`src/design/timer16_cfg.svh`:
```
`ifndef TIMER16_CFG_SVH
`define TIMER16_CFG_SVH

// Register byte offsets on the bus.
`define OFS_CONTROL 8'h00
`define OFS_COUNTER 8'h04
`define OFS_COMPARE_A 8'h08
`define OFS_COMPARE_B 8'h0c
`define OFS_CAPTURE 8'h10
`define OFS_FLAGS 8'h14
`define OFS_FORCE 8'h18

// Waveform mode codes.
`define MODE_NORMAL 4'h0
`define MODE_CTC_A 4'h4
`define MODE_FAST_8 4'h5
`define MODE_FAST_9 4'h6
`define MODE_FAST_10 4'h7
`define MODE_CTC_CAPTURE 4'hc
`define MODE_FAST_CAPTURE 4'he
`define MODE_FAST_A 4'hf

// Output action codes.
`define ACTION_NONE 2'h0
`define ACTION_TOGGLE 2'h1
`define ACTION_CLEAR 2'h2
`define ACTION_SET 2'h3

// Fixed TOP values.
`define TOP_FIXED_8 16'h00ff
`define TOP_FIXED_9 16'h01ff
`define TOP_FIXED_10 16'h03ff

// Flag bit positions.
`define FLAG_OVERFLOW 0
`define FLAG_COMPARE_A 1
`define FLAG_COMPARE_B 2
`define FLAG_CAPTURE 3

// Reset values.
`define RESET_CONTROL 10'h000
`define RESET_VALUE 16'h0000

`endif

```
`src/design/timer16_pkg.sv`:
```
package timer16_pkg;

  typedef enum logic [1:0] {
    KIND_NORMAL,
    KIND_CTC,
    KIND_FAST
  } count_kind_t;

  typedef struct packed {
    logic dirB;
    logic dirA;
    logic [1:0] actionB;
    logic [1:0] actionA;
    logic [3:0] mode;
  } control_t;

  typedef struct packed {
    logic capture;
    logic compareB;
    logic compareA;
    logic overflow;
  } flags_t;

endpackage : timer16_pkg

```
`src/design/timer16_normal_ctc_fast_pwm.sv`:
```
`timescale 1ns/1ps
`include "timer16_cfg.svh"

module timer16_normal_ctc_fast_pwm #(
  parameter int WIDTH = 16
) (
  input wire logic clock,
  input wire logic rst_n,
  input wire logic wb_cyc_i,
  input wire logic wb_stb_i,
  input wire logic wb_we_i,
  input wire logic [7:0] wb_adr_i,
  input wire logic [31:0] wb_dat_i,
  input wire logic [3:0] wb_sel_i,
  output logic [31:0] wb_dat_o,
  output logic wb_ack_o,
  input wire logic timerTick,
  output logic compareAPin,
  output logic compareAEnable,
  output logic compareBPin,
  output logic compareBEnable
);

  ////////////////////////////////////////////////////////////////////////////////////////////
  // Helper functions.

  function automatic timer16_pkg::count_kind_t kindOf(input logic [3:0] mode);
    case (mode)
      `MODE_CTC_A, `MODE_CTC_CAPTURE: kindOf = timer16_pkg::KIND_CTC;
      `MODE_FAST_8, `MODE_FAST_9, `MODE_FAST_10,
      `MODE_FAST_CAPTURE, `MODE_FAST_A: kindOf = timer16_pkg::KIND_FAST;
      default: kindOf = timer16_pkg::KIND_NORMAL;
    endcase
  endfunction : kindOf

  function automatic logic [WIDTH-1:0] fixedMask(input logic [3:0] mode);
    case (mode)
      `MODE_FAST_8: fixedMask = WIDTH'(`TOP_FIXED_8);
      `MODE_FAST_9: fixedMask = WIDTH'(`TOP_FIXED_9);
      `MODE_FAST_10: fixedMask = WIDTH'(`TOP_FIXED_10);
      default: fixedMask = '1;
    endcase
  endfunction : fixedMask

  function automatic logic [WIDTH-1:0] mergeBytes(input logic [WIDTH-1:0] old,
                                                  input logic [31:0] data,
                                                  input logic [3:0] sel);
    logic [WIDTH-1:0] result;
    result = old;
    for (int b = 0; b < WIDTH / 8; b++) begin
      if (sel[b]) begin
        result[b*8 +: 8] = data[b*8 +: 8];
      end
    end
    mergeBytes = result;
  endfunction : mergeBytes

  // Decodes a register write to one offset.
  function automatic logic writeTo(input logic write,
                                   input logic [7:0] address,
                                   input logic [7:0] target);
    writeTo = write && (address == target);
  endfunction : writeTo

  // A match needs a tick, no blocking write and a compare value within TOP.
  function automatic logic compareHit(input logic tick,
                                      input logic blocked,
                                      input logic [WIDTH-1:0] count,
                                      input logic [WIDTH-1:0] value,
                                      input logic [WIDTH-1:0] limit);
    logic hit;
    hit = tick && !blocked && (count == value);
    if (value > limit) begin
      hit = 1'b0;
    end
    compareHit = hit;
  endfunction : compareHit

  ////////////////////////////////////////////////////////////////////////////////////////////
  // State.

  timer16_pkg::control_t control;
  timer16_pkg::flags_t flags;
  logic [WIDTH-1:0] counter;
  logic [WIDTH-1:0] capture;
  logic [WIDTH-1:0] compareBuf [2];
  logic [WIDTH-1:0] compareActive [2];
  logic [1:0] level;
  logic blockMatch;

  ////////////////////////////////////////////////////////////////////////////////////////////
  // Decode and compare.

  timer16_pkg::count_kind_t kind;
  logic [WIDTH-1:0] top;
  logic [WIDTH-1:0] maskedCompare [2];
  logic [WIDTH-1:0] next_counter;
  logic busWrite;
  logic writeCounter;
  logic topHit;
  logic wrapMax;
  logic topIsCapture;
  logic topIsCompareA;
  logic [1:0] match;
  logic [1:0] writeCompare;
  logic [1:0] forceHit;

  assign kind = kindOf(control.mode);
  assign topIsCapture = (control.mode == `MODE_CTC_CAPTURE) || (control.mode == `MODE_FAST_CAPTURE);
  assign topIsCompareA = (control.mode == `MODE_CTC_A) || (control.mode == `MODE_FAST_A);
  assign busWrite = wb_cyc_i && wb_stb_i && wb_we_i && !wb_ack_o;
  assign writeCounter = writeTo(busWrite, wb_adr_i, `OFS_COUNTER);
  assign writeCompare[0] = writeTo(busWrite, wb_adr_i, `OFS_COMPARE_A);
  assign writeCompare[1] = writeTo(busWrite, wb_adr_i, `OFS_COMPARE_B);

  always_comb begin
    if (topIsCapture) begin
      top = capture;
    end else if (topIsCompareA) begin
      top = compareActive[0];
    end else begin
      top = fixedMask(control.mode);
    end
  end

  assign wrapMax = timerTick && (counter == '1);
  // TOP is seen only on a tick that is not blocked by a counter write.
  assign topHit = timerTick && !blockMatch && (kind != timer16_pkg::KIND_NORMAL)
                  && (counter == top);
  assign match[0] = compareHit(timerTick, blockMatch, counter, compareActive[0], top);
  assign match[1] = compareHit(timerTick, blockMatch, counter, compareActive[1], top);
  assign maskedCompare[0] = mergeBytes(compareBuf[0], wb_dat_i, wb_sel_i)
                            & fixedMask(control.mode);
  assign maskedCompare[1] = mergeBytes(compareBuf[1], wb_dat_i, wb_sel_i)
                            & fixedMask(control.mode);
  assign forceHit[0] = writeTo(busWrite, wb_adr_i, `OFS_FORCE) && wb_sel_i[0] && wb_dat_i[0]
                       && (kind != timer16_pkg::KIND_FAST);
  assign forceHit[1] = writeTo(busWrite, wb_adr_i, `OFS_FORCE) && wb_sel_i[0] && wb_dat_i[1]
                       && (kind != timer16_pkg::KIND_FAST);

  always_comb begin
    if (topHit) begin
      next_counter = '0;
    end else begin
      next_counter = counter + WIDTH'(1);
    end
  end

  ////////////////////////////////////////////////////////////////////////////////////////////
  // Bus slave.

  always_ff @(posedge clock or negedge rst_n) begin
    if (!rst_n) begin
      wb_ack_o <= 1'b0;
    end else begin
      wb_ack_o <= wb_cyc_i && wb_stb_i && !wb_ack_o;
    end
  end

  always_ff @(posedge clock or negedge rst_n) begin
    if (!rst_n) begin
      wb_dat_o <= 32'h00000000;
    end else begin
      case (wb_adr_i)
        `OFS_CONTROL: wb_dat_o <= 32'(control);
        `OFS_COUNTER: wb_dat_o <= 32'(counter);
        `OFS_COMPARE_A: wb_dat_o <= 32'(compareBuf[0]);
        `OFS_COMPARE_B: wb_dat_o <= 32'(compareBuf[1]);
        `OFS_CAPTURE: wb_dat_o <= 32'(capture);
        `OFS_FLAGS: wb_dat_o <= 32'(flags);
        default: wb_dat_o <= 32'h00000000;
      endcase
    end
  end

  ////////////////////////////////////////////////////////////////////////////////////////////
  // Control register.

  always_ff @(posedge clock or negedge rst_n) begin
    if (!rst_n) begin
      control <= `RESET_CONTROL;
    end else if (writeTo(busWrite, wb_adr_i, `OFS_CONTROL)) begin
      if (wb_sel_i[0]) begin
        control[7:0] <= wb_dat_i[7:0];
      end
      if (wb_sel_i[1]) begin
        control[9:8] <= wb_dat_i[9:8];
      end
    end
  end

  ////////////////////////////////////////////////////////////////////////////////////////////
  // Counter and match blocking.

  always_ff @(posedge clock or negedge rst_n) begin
    if (!rst_n) begin
      counter <= WIDTH'(`RESET_VALUE);
    end else begin
      if (writeCounter) begin
        counter <= mergeBytes(counter, wb_dat_i, wb_sel_i);
      end else if (timerTick) begin
        counter <= next_counter;
      end
    end
  end

  always_ff @(posedge clock or negedge rst_n) begin
    if (!rst_n) begin
      blockMatch <= 1'b0;
    end else begin
      if (writeCounter) begin
        blockMatch <= 1'b1;
      end else if (timerTick) begin
        blockMatch <= 1'b0;
      end
    end
  end

  ////////////////////////////////////////////////////////////////////////////////////////////
  // Compare registers and capture register.

  always_ff @(posedge clock or negedge rst_n) begin
    if (!rst_n) begin
      for (int i = 0; i < 2; i++) begin
        compareBuf[i] <= WIDTH'(`RESET_VALUE);
      end
    end else begin
      for (int i = 0; i < 2; i++) begin
        if (writeCompare[i]) begin
          compareBuf[i] <= maskedCompare[i];
        end
      end
    end
  end

  always_ff @(posedge clock or negedge rst_n) begin
    if (!rst_n) begin
      for (int i = 0; i < 2; i++) begin
        compareActive[i] <= WIDTH'(`RESET_VALUE);
      end
    end else begin
      for (int i = 0; i < 2; i++) begin
        if (kind == timer16_pkg::KIND_FAST && topHit) begin
          compareActive[i] <= compareBuf[i];
        end else if (writeCompare[i] && kind != timer16_pkg::KIND_FAST) begin
          compareActive[i] <= maskedCompare[i];
        end
      end
    end
  end

  always_ff @(posedge clock or negedge rst_n) begin
    if (!rst_n) begin
      capture <= WIDTH'(`RESET_VALUE);
    end else if (writeTo(busWrite, wb_adr_i, `OFS_CAPTURE)) begin
      capture <= mergeBytes(capture, wb_dat_i, wb_sel_i);
    end
  end

  ////////////////////////////////////////////////////////////////////////////////////////////
  // Flags: hardware set wins over a write-one clear in the same cycle.

  timer16_pkg::flags_t flagSet;
  timer16_pkg::flags_t flagClear;

  always_comb begin
    flagSet = '0;
    if (kind == timer16_pkg::KIND_FAST) begin
      flagSet.overflow = topHit;
    end else begin
      flagSet.overflow = wrapMax;
    end
    flagSet.compareA = match[0] || (topHit && topIsCompareA);
    flagSet.compareB = match[1];
    flagSet.capture = topHit && topIsCapture;
  end

  always_comb begin
    flagClear = '0;
    if (writeTo(busWrite, wb_adr_i, `OFS_FLAGS) && wb_sel_i[0]) begin
      flagClear = wb_dat_i[3:0];
    end
  end

  always_ff @(posedge clock or negedge rst_n) begin
    if (!rst_n) begin
      flags <= '0;
    end else begin
      flags <= (flags & ~flagClear) | flagSet;
    end
  end

  ////////////////////////////////////////////////////////////////////////////////////////////
  // Waveform levels.

  logic [1:0] action [2];

  assign action[0] = control.actionA;
  assign action[1] = control.actionB;

  always_ff @(posedge clock or negedge rst_n) begin
    if (!rst_n) begin
      level <= 2'h0;
    end else begin
      for (int i = 0; i < 2; i++) begin
        if (kind == timer16_pkg::KIND_FAST) begin
          case (action[i])
            `ACTION_CLEAR: begin
              if (topHit) begin
                level[i] <= 1'b1;
              end else if (match[i]) begin
                level[i] <= 1'b0;
              end
            end
            `ACTION_SET: begin
              if (topHit) begin
                level[i] <= 1'b0;
              end else if (match[i]) begin
                level[i] <= 1'b1;
              end
            end
            `ACTION_TOGGLE: begin
              if (match[i] && i == 0 && control.mode == `MODE_FAST_A) begin
                level[i] <= !level[i];
              end
            end
            default: begin
            end
          endcase
        end else if (match[i] || forceHit[i]) begin
          case (action[i])
            `ACTION_TOGGLE: level[i] <= !level[i];
            `ACTION_CLEAR: level[i] <= 1'b0;
            `ACTION_SET: level[i] <= 1'b1;
            default: begin
            end
          endcase
        end
      end
    end
  end

  ////////////////////////////////////////////////////////////////////////////////////////////
  // Pins.

  assign compareAPin = level[0];
  assign compareAEnable = control.dirA;
  assign compareBPin = level[1];
  assign compareBEnable = control.dirB;

endmodule : timer16_normal_ctc_fast_pwm

```
`config.mk`:
```
export PLATFORM = sky130hd
export DESIGN_NAME = timer16_normal_ctc_fast_pwm
export DESIGN_NICKNAME = d
export VERILOG_FILES = /design/src/design/timer16_pkg.sv /design/src/design/timer16_normal_ctc_fast_pwm.sv
export VERILOG_INCLUDE_DIRS = /design/src /design/src/design
export SDC_FILE = /design/constraint.sdc
export NUM_CORES = 1
export LEC_CHECK = 0
export ABC_CLOCK_PERIOD_IN_PS = 3800
export BUFFER_PORTS_ARGS = -buffer_cell sky130_fd_sc_hd__buf_4
export CORE_MARGIN = 2
export CORE_UTILIZATION = 50
export DETAILED_ROUTE_END_ITERATION = 7
export GPL_TIMING_DRIVEN = 1
export HOLD_SLACK_MARGIN = 0.06
export PLACE_DENSITY = 0.69
export RECOVER_POWER = 100
export SYNTH_ARGS = -nofsm -noshare
export SYNTH_HDL_FRONTEND = slang
export SYNTH_SLANG_ARGS = --single-unit
```
`constraint.sdc`:
```
create_clock -name clock -period 3.8 [get_ports clock]
set_input_delay 0.76 -clock clock [delete_from_list [all_inputs] [get_ports clock]]
set_output_delay 0.76 -clock clock [all_outputs]
set_load 0.02 [all_outputs]
```
Yosys cells after proc, flatten, opt, wreduce, memory -nomap -nowiden
Index checks and enable logic that the tools add are counted.

Add/subtract/negate cells: 1. Order comparisons: 2. Equality and inequality tests: 33. Multiplexer cells: 41. Bitwise logic cells: 5. Reduce and logical (&&, ||, !) cells: 57.

Operators by type and width (number): $mux 16 (9); $pmux 16 s6 (1); $eq 16x16->1 (3); $mux 8 (6); $pmux 16 s3 (1); $and 16x16->16 (2); $gt 16x16->1 (2); $logic_and 1x1->1 (29); $eq 8x5->1 const B (3); $mux 1 (18); $add 16x1->16 const B (1); $eq 16x16->1 const B (1); $eq 4x3->1 const B (4); $eq 8x4->1 const B (2); $ne 4x4->1 const B (4); $eq 4x4->1 const B (3); $reduce_and 2->1 (6); $reduce_bool 2->1 (6); $eq 2x2->1 const B (5); $reduce_and 5->1 (2); $pmux 1 s3 (3); $eq 8x3->1 const B (1); $logic_not 8->1 (1); $ne 2x2->1 const B (3); 14 further kinds (23).

Flip-flop bits (word level): 146. Bits of input ports: 50. Output and inout port bits: 37. Logic and storage cells: 161.

Logic depth before layout (Yosys ltp)
Depth after elaboration: 10. Mapped depth: 15. Depth with buffers taken out: 13.

Worst setup path after synthesis
No wires, ideal clock.

Kind: reg2reg. Start: reg control[0] in the netlist's numbering. End: reg level[0]. Library setup time: 0.128 ns. Arrival time: 3.281 ns. Required time: 3.672 ns. Path slack: 0.391 ns. Stages on the path, launching flop included: 13. Path buffers: 1. Clock period less this slack: 3.409 ns. Cells stage by stage: dfrtp_1 buf_2 or4b_2 o311a_1 ha_1 nand4_1 nor2_1 a211o_1 a2111oi_2 a21oi_1 o31a_1 nor3_1 mux2_1.

Cells in the longest elaborated chain, start to end: 9. Elaborated cells on any way between the ends: 35. Those cells by class: order compare (1); eq/ne (13); mux (9); reduce/logical (12).

RTL lines: from (decl) (line timer16_normal_ctc_fast_pwm.sv:82) `timer16_pkg::control_t control;`; from (signal assigned) (line timer16_normal_ctc_fast_pwm.sv:181) `` control <= `RESET_CONTROL; ``; $eq 4x3->1 (tied with other cells) (line timer16_normal_ctc_fast_pwm.sv:28, timer16_normal_ctc_fast_pwm.sv:37); $pmux 16 s3 (tied with other cells) (line timer16_normal_ctc_fast_pwm.sv:37) `case (mode)`; $mux 16 / $pmux 2 s2 (equally long branches) (line timer16_normal_ctc_fast_pwm.sv:119, timer16_normal_ctc_fast_pwm.sv:28); $mux 16 / $reduce_bool 2->1 (equally long branches) (line timer16_normal_ctc_fast_pwm.sv:117, timer16_normal_ctc_fast_pwm.sv:128); $gt 16x16->1 (tied with other cells) (line timer16_normal_ctc_fast_pwm.sv:73) `if (value > limit) begin`; $mux 1 / $logic_and 1x1->1 (equally long branches) (line timer16_normal_ctc_fast_pwm.sv:73, timer16_normal_ctc_fast_pwm.sv:129); $logic_and 1x1->1 (no source line) (tied with other cells); $ne 3x3->1 (no source line) (tied with other cells); $reduce_and 5->1 (no source line) / $mux 1 (equally long branches); to (signal, indexed assignment) (line timer16_normal_ctc_fast_pwm.sv:324) `level[i] <= !level[i];`; to (signal, indexed assignment) (line timer16_normal_ctc_fast_pwm.sv:332) `` `ACTION_TOGGLE: level[i] <= !level[i]; ``; to (decl) (line timer16_normal_ctc_fast_pwm.sv:88) `logic [1:0] level;`.

Several ways; a longest one is shown, not always the timed one. A chain may end at the register's enable or synchronous reset.

Worst setup path in the final report
Ends and elaborated chain as after synthesis.

==> results.yml <==
logic_synthesis:
  ys_types: 71
  synth.cell_area_um2: 8390
  avgSynthCellArea_um2: 8.88
  synthSimpleGateAreaFrac: 0.220
  synthXorXnorAreaFrac: 0.0480
  syn_inst: 944
  synth_most_common_cell: "nand2_1"
  synth_adder_area_share: 0.0521
  ys.flop_type: "dfrtp_1"
  synth_seq_cells: 130
  synth_top_cell_by_area: "dfrtp_1"
  async_flop_share: 1.00
  synth_top_area_share: 0.388
  synth_top_cells_by_count: "149 x nand2_1, 130 x dfrtp_1, 50 x nor2_1"
  synth_seq_area_share: 0.388
  synthTopCellsByArea: "dfrtp_1 39%, nand2_1 6.7%, mux2_2 5.6%"
  synth-warning-count: 0
  synth_top_family_by_area: "simple AND/OR/NAND/NOR gates"
  synth-edff-count: 0
  synthMuxAreaShare: 0.0589
  synth-compound-area-share: 0.176
worst_hold_path:
  min_from: "wb_ack_o$_DFF_PN0_"
  hp-class: "reg -> reg"
  whs_path_depth: 1
  whs_endpoint: "wb_ack_o$_DFF_PN0_"
detailed_routing:
  drt_iter0_drc: 845
  routed_wl_um: 26200
  drc_errors: 0
  vias: 7532
  firstDrtPassIters: 5
  antenna_left: 0
  wl_per_cell_um: 21.4
  avgViaCountPerCell: 6.15
floorplan:
  start_util: 0.509
  core_area_um2: 16500
  die_w_um: 134
  rows: 47
  die_h_um: 134
  die-area_um2: 17800
  io_pins: 87
worst_setup_path:
  crit_path_start_kind: "flip-flop"
  r2r_start: "control[0]$_DFFE_PN0P_"
  required_ns: 4.11
  cp_slowest_cell: "or4b_2"
  crit_chain: "or4b_2 -> o311a_1 -> ha_1 -> nand4_1 -> nor2_2 -> nand2_1 -> nor4bb_4 -> a21oi_1 -> o31a_1 -> nor3_1 -> mux2_1"
  path_class: "reg -> reg"
  reg2reg_depth: 11
  r2r_end: "level[0]$_DFFE_PN0P_"
  cp_max_fo: 13
  rrSetupSlack_ns: 0.13
  crit_path_end_kind: "flip-flop"
  worstPathArrival_ns: 3.98
  critPathMaxStageDelay_ns: 0.69
cells_and_area:
  final_nets: 1075
  drive_gt1_frac: 0.146
  syn_to_final_growth_pct: 13.8
  antenna_cells: 0
timing:
  worst_pin_slew_ns: 2.03
  drv_slew: 80
  finalClockSkew_ns: 0.00976
  setup-tns-final_ns: 0
  finalHoldViolations: 0
  timing.final.crit_share: 0.966
  setup_viol: 0
  rsz0062_at_grt: "false"
  fmax_mhz: 272
  slew_headroom: -0.354
  period_minus_slack_ns: 3.67
run_status:
  violations: "max-capacitance violations, max-slew violations"
  outcome: "finished, violations left"
clocking:
  cts_tree: "yes"
  cts_hold_buf: 0
  clkTransAtPathRegs_ns: 0.06
  ctsLongestPathBuffers: 2
  clk_latency_ns: 0.43
  cts_root_buf: "clkbuf_16"
  h-tree-depth: 4
  numCtsBuffers: 17
  cts.sinks: 130
global_routing:
  grt_antenna_before_repair: 0
  grt-ovfl-total: 0
  first_global_vias: 7335
  grt_max_degree: 80
  grtUsageTotal: 0.306
  grt_pass1_wl_um: 41300
pwr:
  power_frac_seq: 0.437
  power_density_nw_per_um2: 385
  leakage_nw: 4.71
  power.internal_mw: 2.61
  swShare: 0.289
  switchingPower_mw: 1.06
  ir_drop_mv: 0.318
  power_frac_comb: 0.114
  p_total_mw: 3.67
  clkPwrFrac: 0.449
place:
  port_buffers: 52
  gp_congestion: 0.961
  hpwl_um: 19200
flow_run:
  drv_cap: 1
==> kinds of logic after synthesis <==
family / Yosys count
AOI/OAI and AO/OA: 214
xor gates and xnor gates: 46
adders and majority gates: 35
buffers and inverters: 103
DFF: 130
muxes: 44
other: 1
and+or+nand+nor: 371
==> stage by stage <==
step           setup slack [ns]  utilization  hold WS, ns  std cells  cell area, um^2
6_report                  0.129        0.579        0.449       1224             9540
5_1_grt                  0.0225        0.579        0.489       1224             9540
4_1_cts                  0.0696        0.585        0.417       1224             9630
3_5_place_dp             0.0121        0.548        0.431       1192             9030
3_3_place_gp             0.0184        0.548        0.440       1192             9030
2_1_floorplan             0.391            -        0.448        959             8440
==> timing repair <==
item | 4_1_cts | 5_1_grt
gates resized for setup | 1 | 11
endpoints found under the setup margin | 1 | 1
pin swaps | 0 | 1
buffers inserted | 0 | 0
==> layout by cell type (no fill, tap or decap), types with 9 or more instances in the layout <==
| cell | instances |
|---|---|
| nor2_1 | 49 |
| nor3_1 | 16 |
| nand2_1 | 150 |
| nor2b_1 | 17 |
| xnor2_1 | 13 |
| ha_1 | 34 |
| nor4_1 | 15 |
| xor2_1 | 33 |
| conb_1 | 16 |
| a21oi_1 | 36 |
| clkbuf_16 | 17 |
| nand3_1 | 45 |
| o21ai_0 | 55 |
| o22ai_1 | 11 |
| a21o_1 | 10 |
| mux2_2 | 42 |
| nand4_1 | 10 |
| buf_4 | 54 |
| dfrtp_1 | 128 |
| o211a_1 | 11 |
| and3_1 | 17 |
| clkbuf_1 | 31 |
| a22oi_1 | 26 |
| inv_1 | 28 |
| or3_1 | 9 |
==> final cells by class <==
cell class,instances,area [um^2]
multi-input cells,726,4760
flip-flops and latches,130,3260
clock inverters,12,148
clock buffers,20,447
repair buffers,88,551
fillers,1497,6930
inverters,28,105
well taps,220,275
==> state kept, by name, summed over array words and instances, names as in the netlist <==
signal / flops
wb_dat_o: 16
capture: 16
compareBEnable: 1
compareAEnable: 1
flags: 4
control: 4
blockMatch: 1
wb_ack_o: 1
compareBuf: 32
counter: 16
compareActive: 32
level: 2
action: 4
==> how the worst max path moves through the flow <==
stage	cells past startpoint	slack, ns	from	to
floorplan	12	0.39	control[0]$_DFFE_PN0P_	level[0]$_DFFE_PN0P_
global placement	15	0.02	control[0]$_DFFE_PN0P_	level[0]$_DFFE_PN0P_
detailed placement	15	0.01	control[0]$_DFFE_PN0P_	level[0]$_DFFE_PN0P_
CTS	15	0.07	control[0]$_DFFE_PN0P_	level[0]$_DFFE_PN0P_
global route	14	0.02	control[3]$_DFFE_PN0P_	level[0]$_DFFE_PN0P_
finish	11	0.13	control[0]$_DFFE_PN0P_	level[0]$_DFFE_PN0P_
==> power by group through the flow <==
stage / sequential (mW) / clock, mW / combinational, mW
3_3_place_gp: 1.62 / 0 / 0.421
3_5_place_dp: 1.62 / 0 / 0.427
4_1_cts: 1.60 / 1.67 / 0.429
6_report: 1.60 / 1.65 / 0.419
5_1_grt: 1.62 / 1.73 / 0.462
2_1_floorplan: 1.50 / 0 / 0.371
==> layer usage <==
layer  vias up  track usage  wire length [um]
li1       3466            -                 -
met2       358        0.438             11200
met1      3650        0.436             11700
met5         -            0                 0
met3        58       0.0860              2550
met4         0        0.124               779
==> critical path, delay by kind of cell, from the launching register on <==
family / cells / cell delay, ns
AOI/OAI and AO/OA: 3 / 0.59
adders and majority gates: 1 / 0.28
DFF: 1 / 0.47
muxes: 1 / 0.35
and+or+nand+nor: 6 / 1.85
Power figures use the tool's default switching activity.
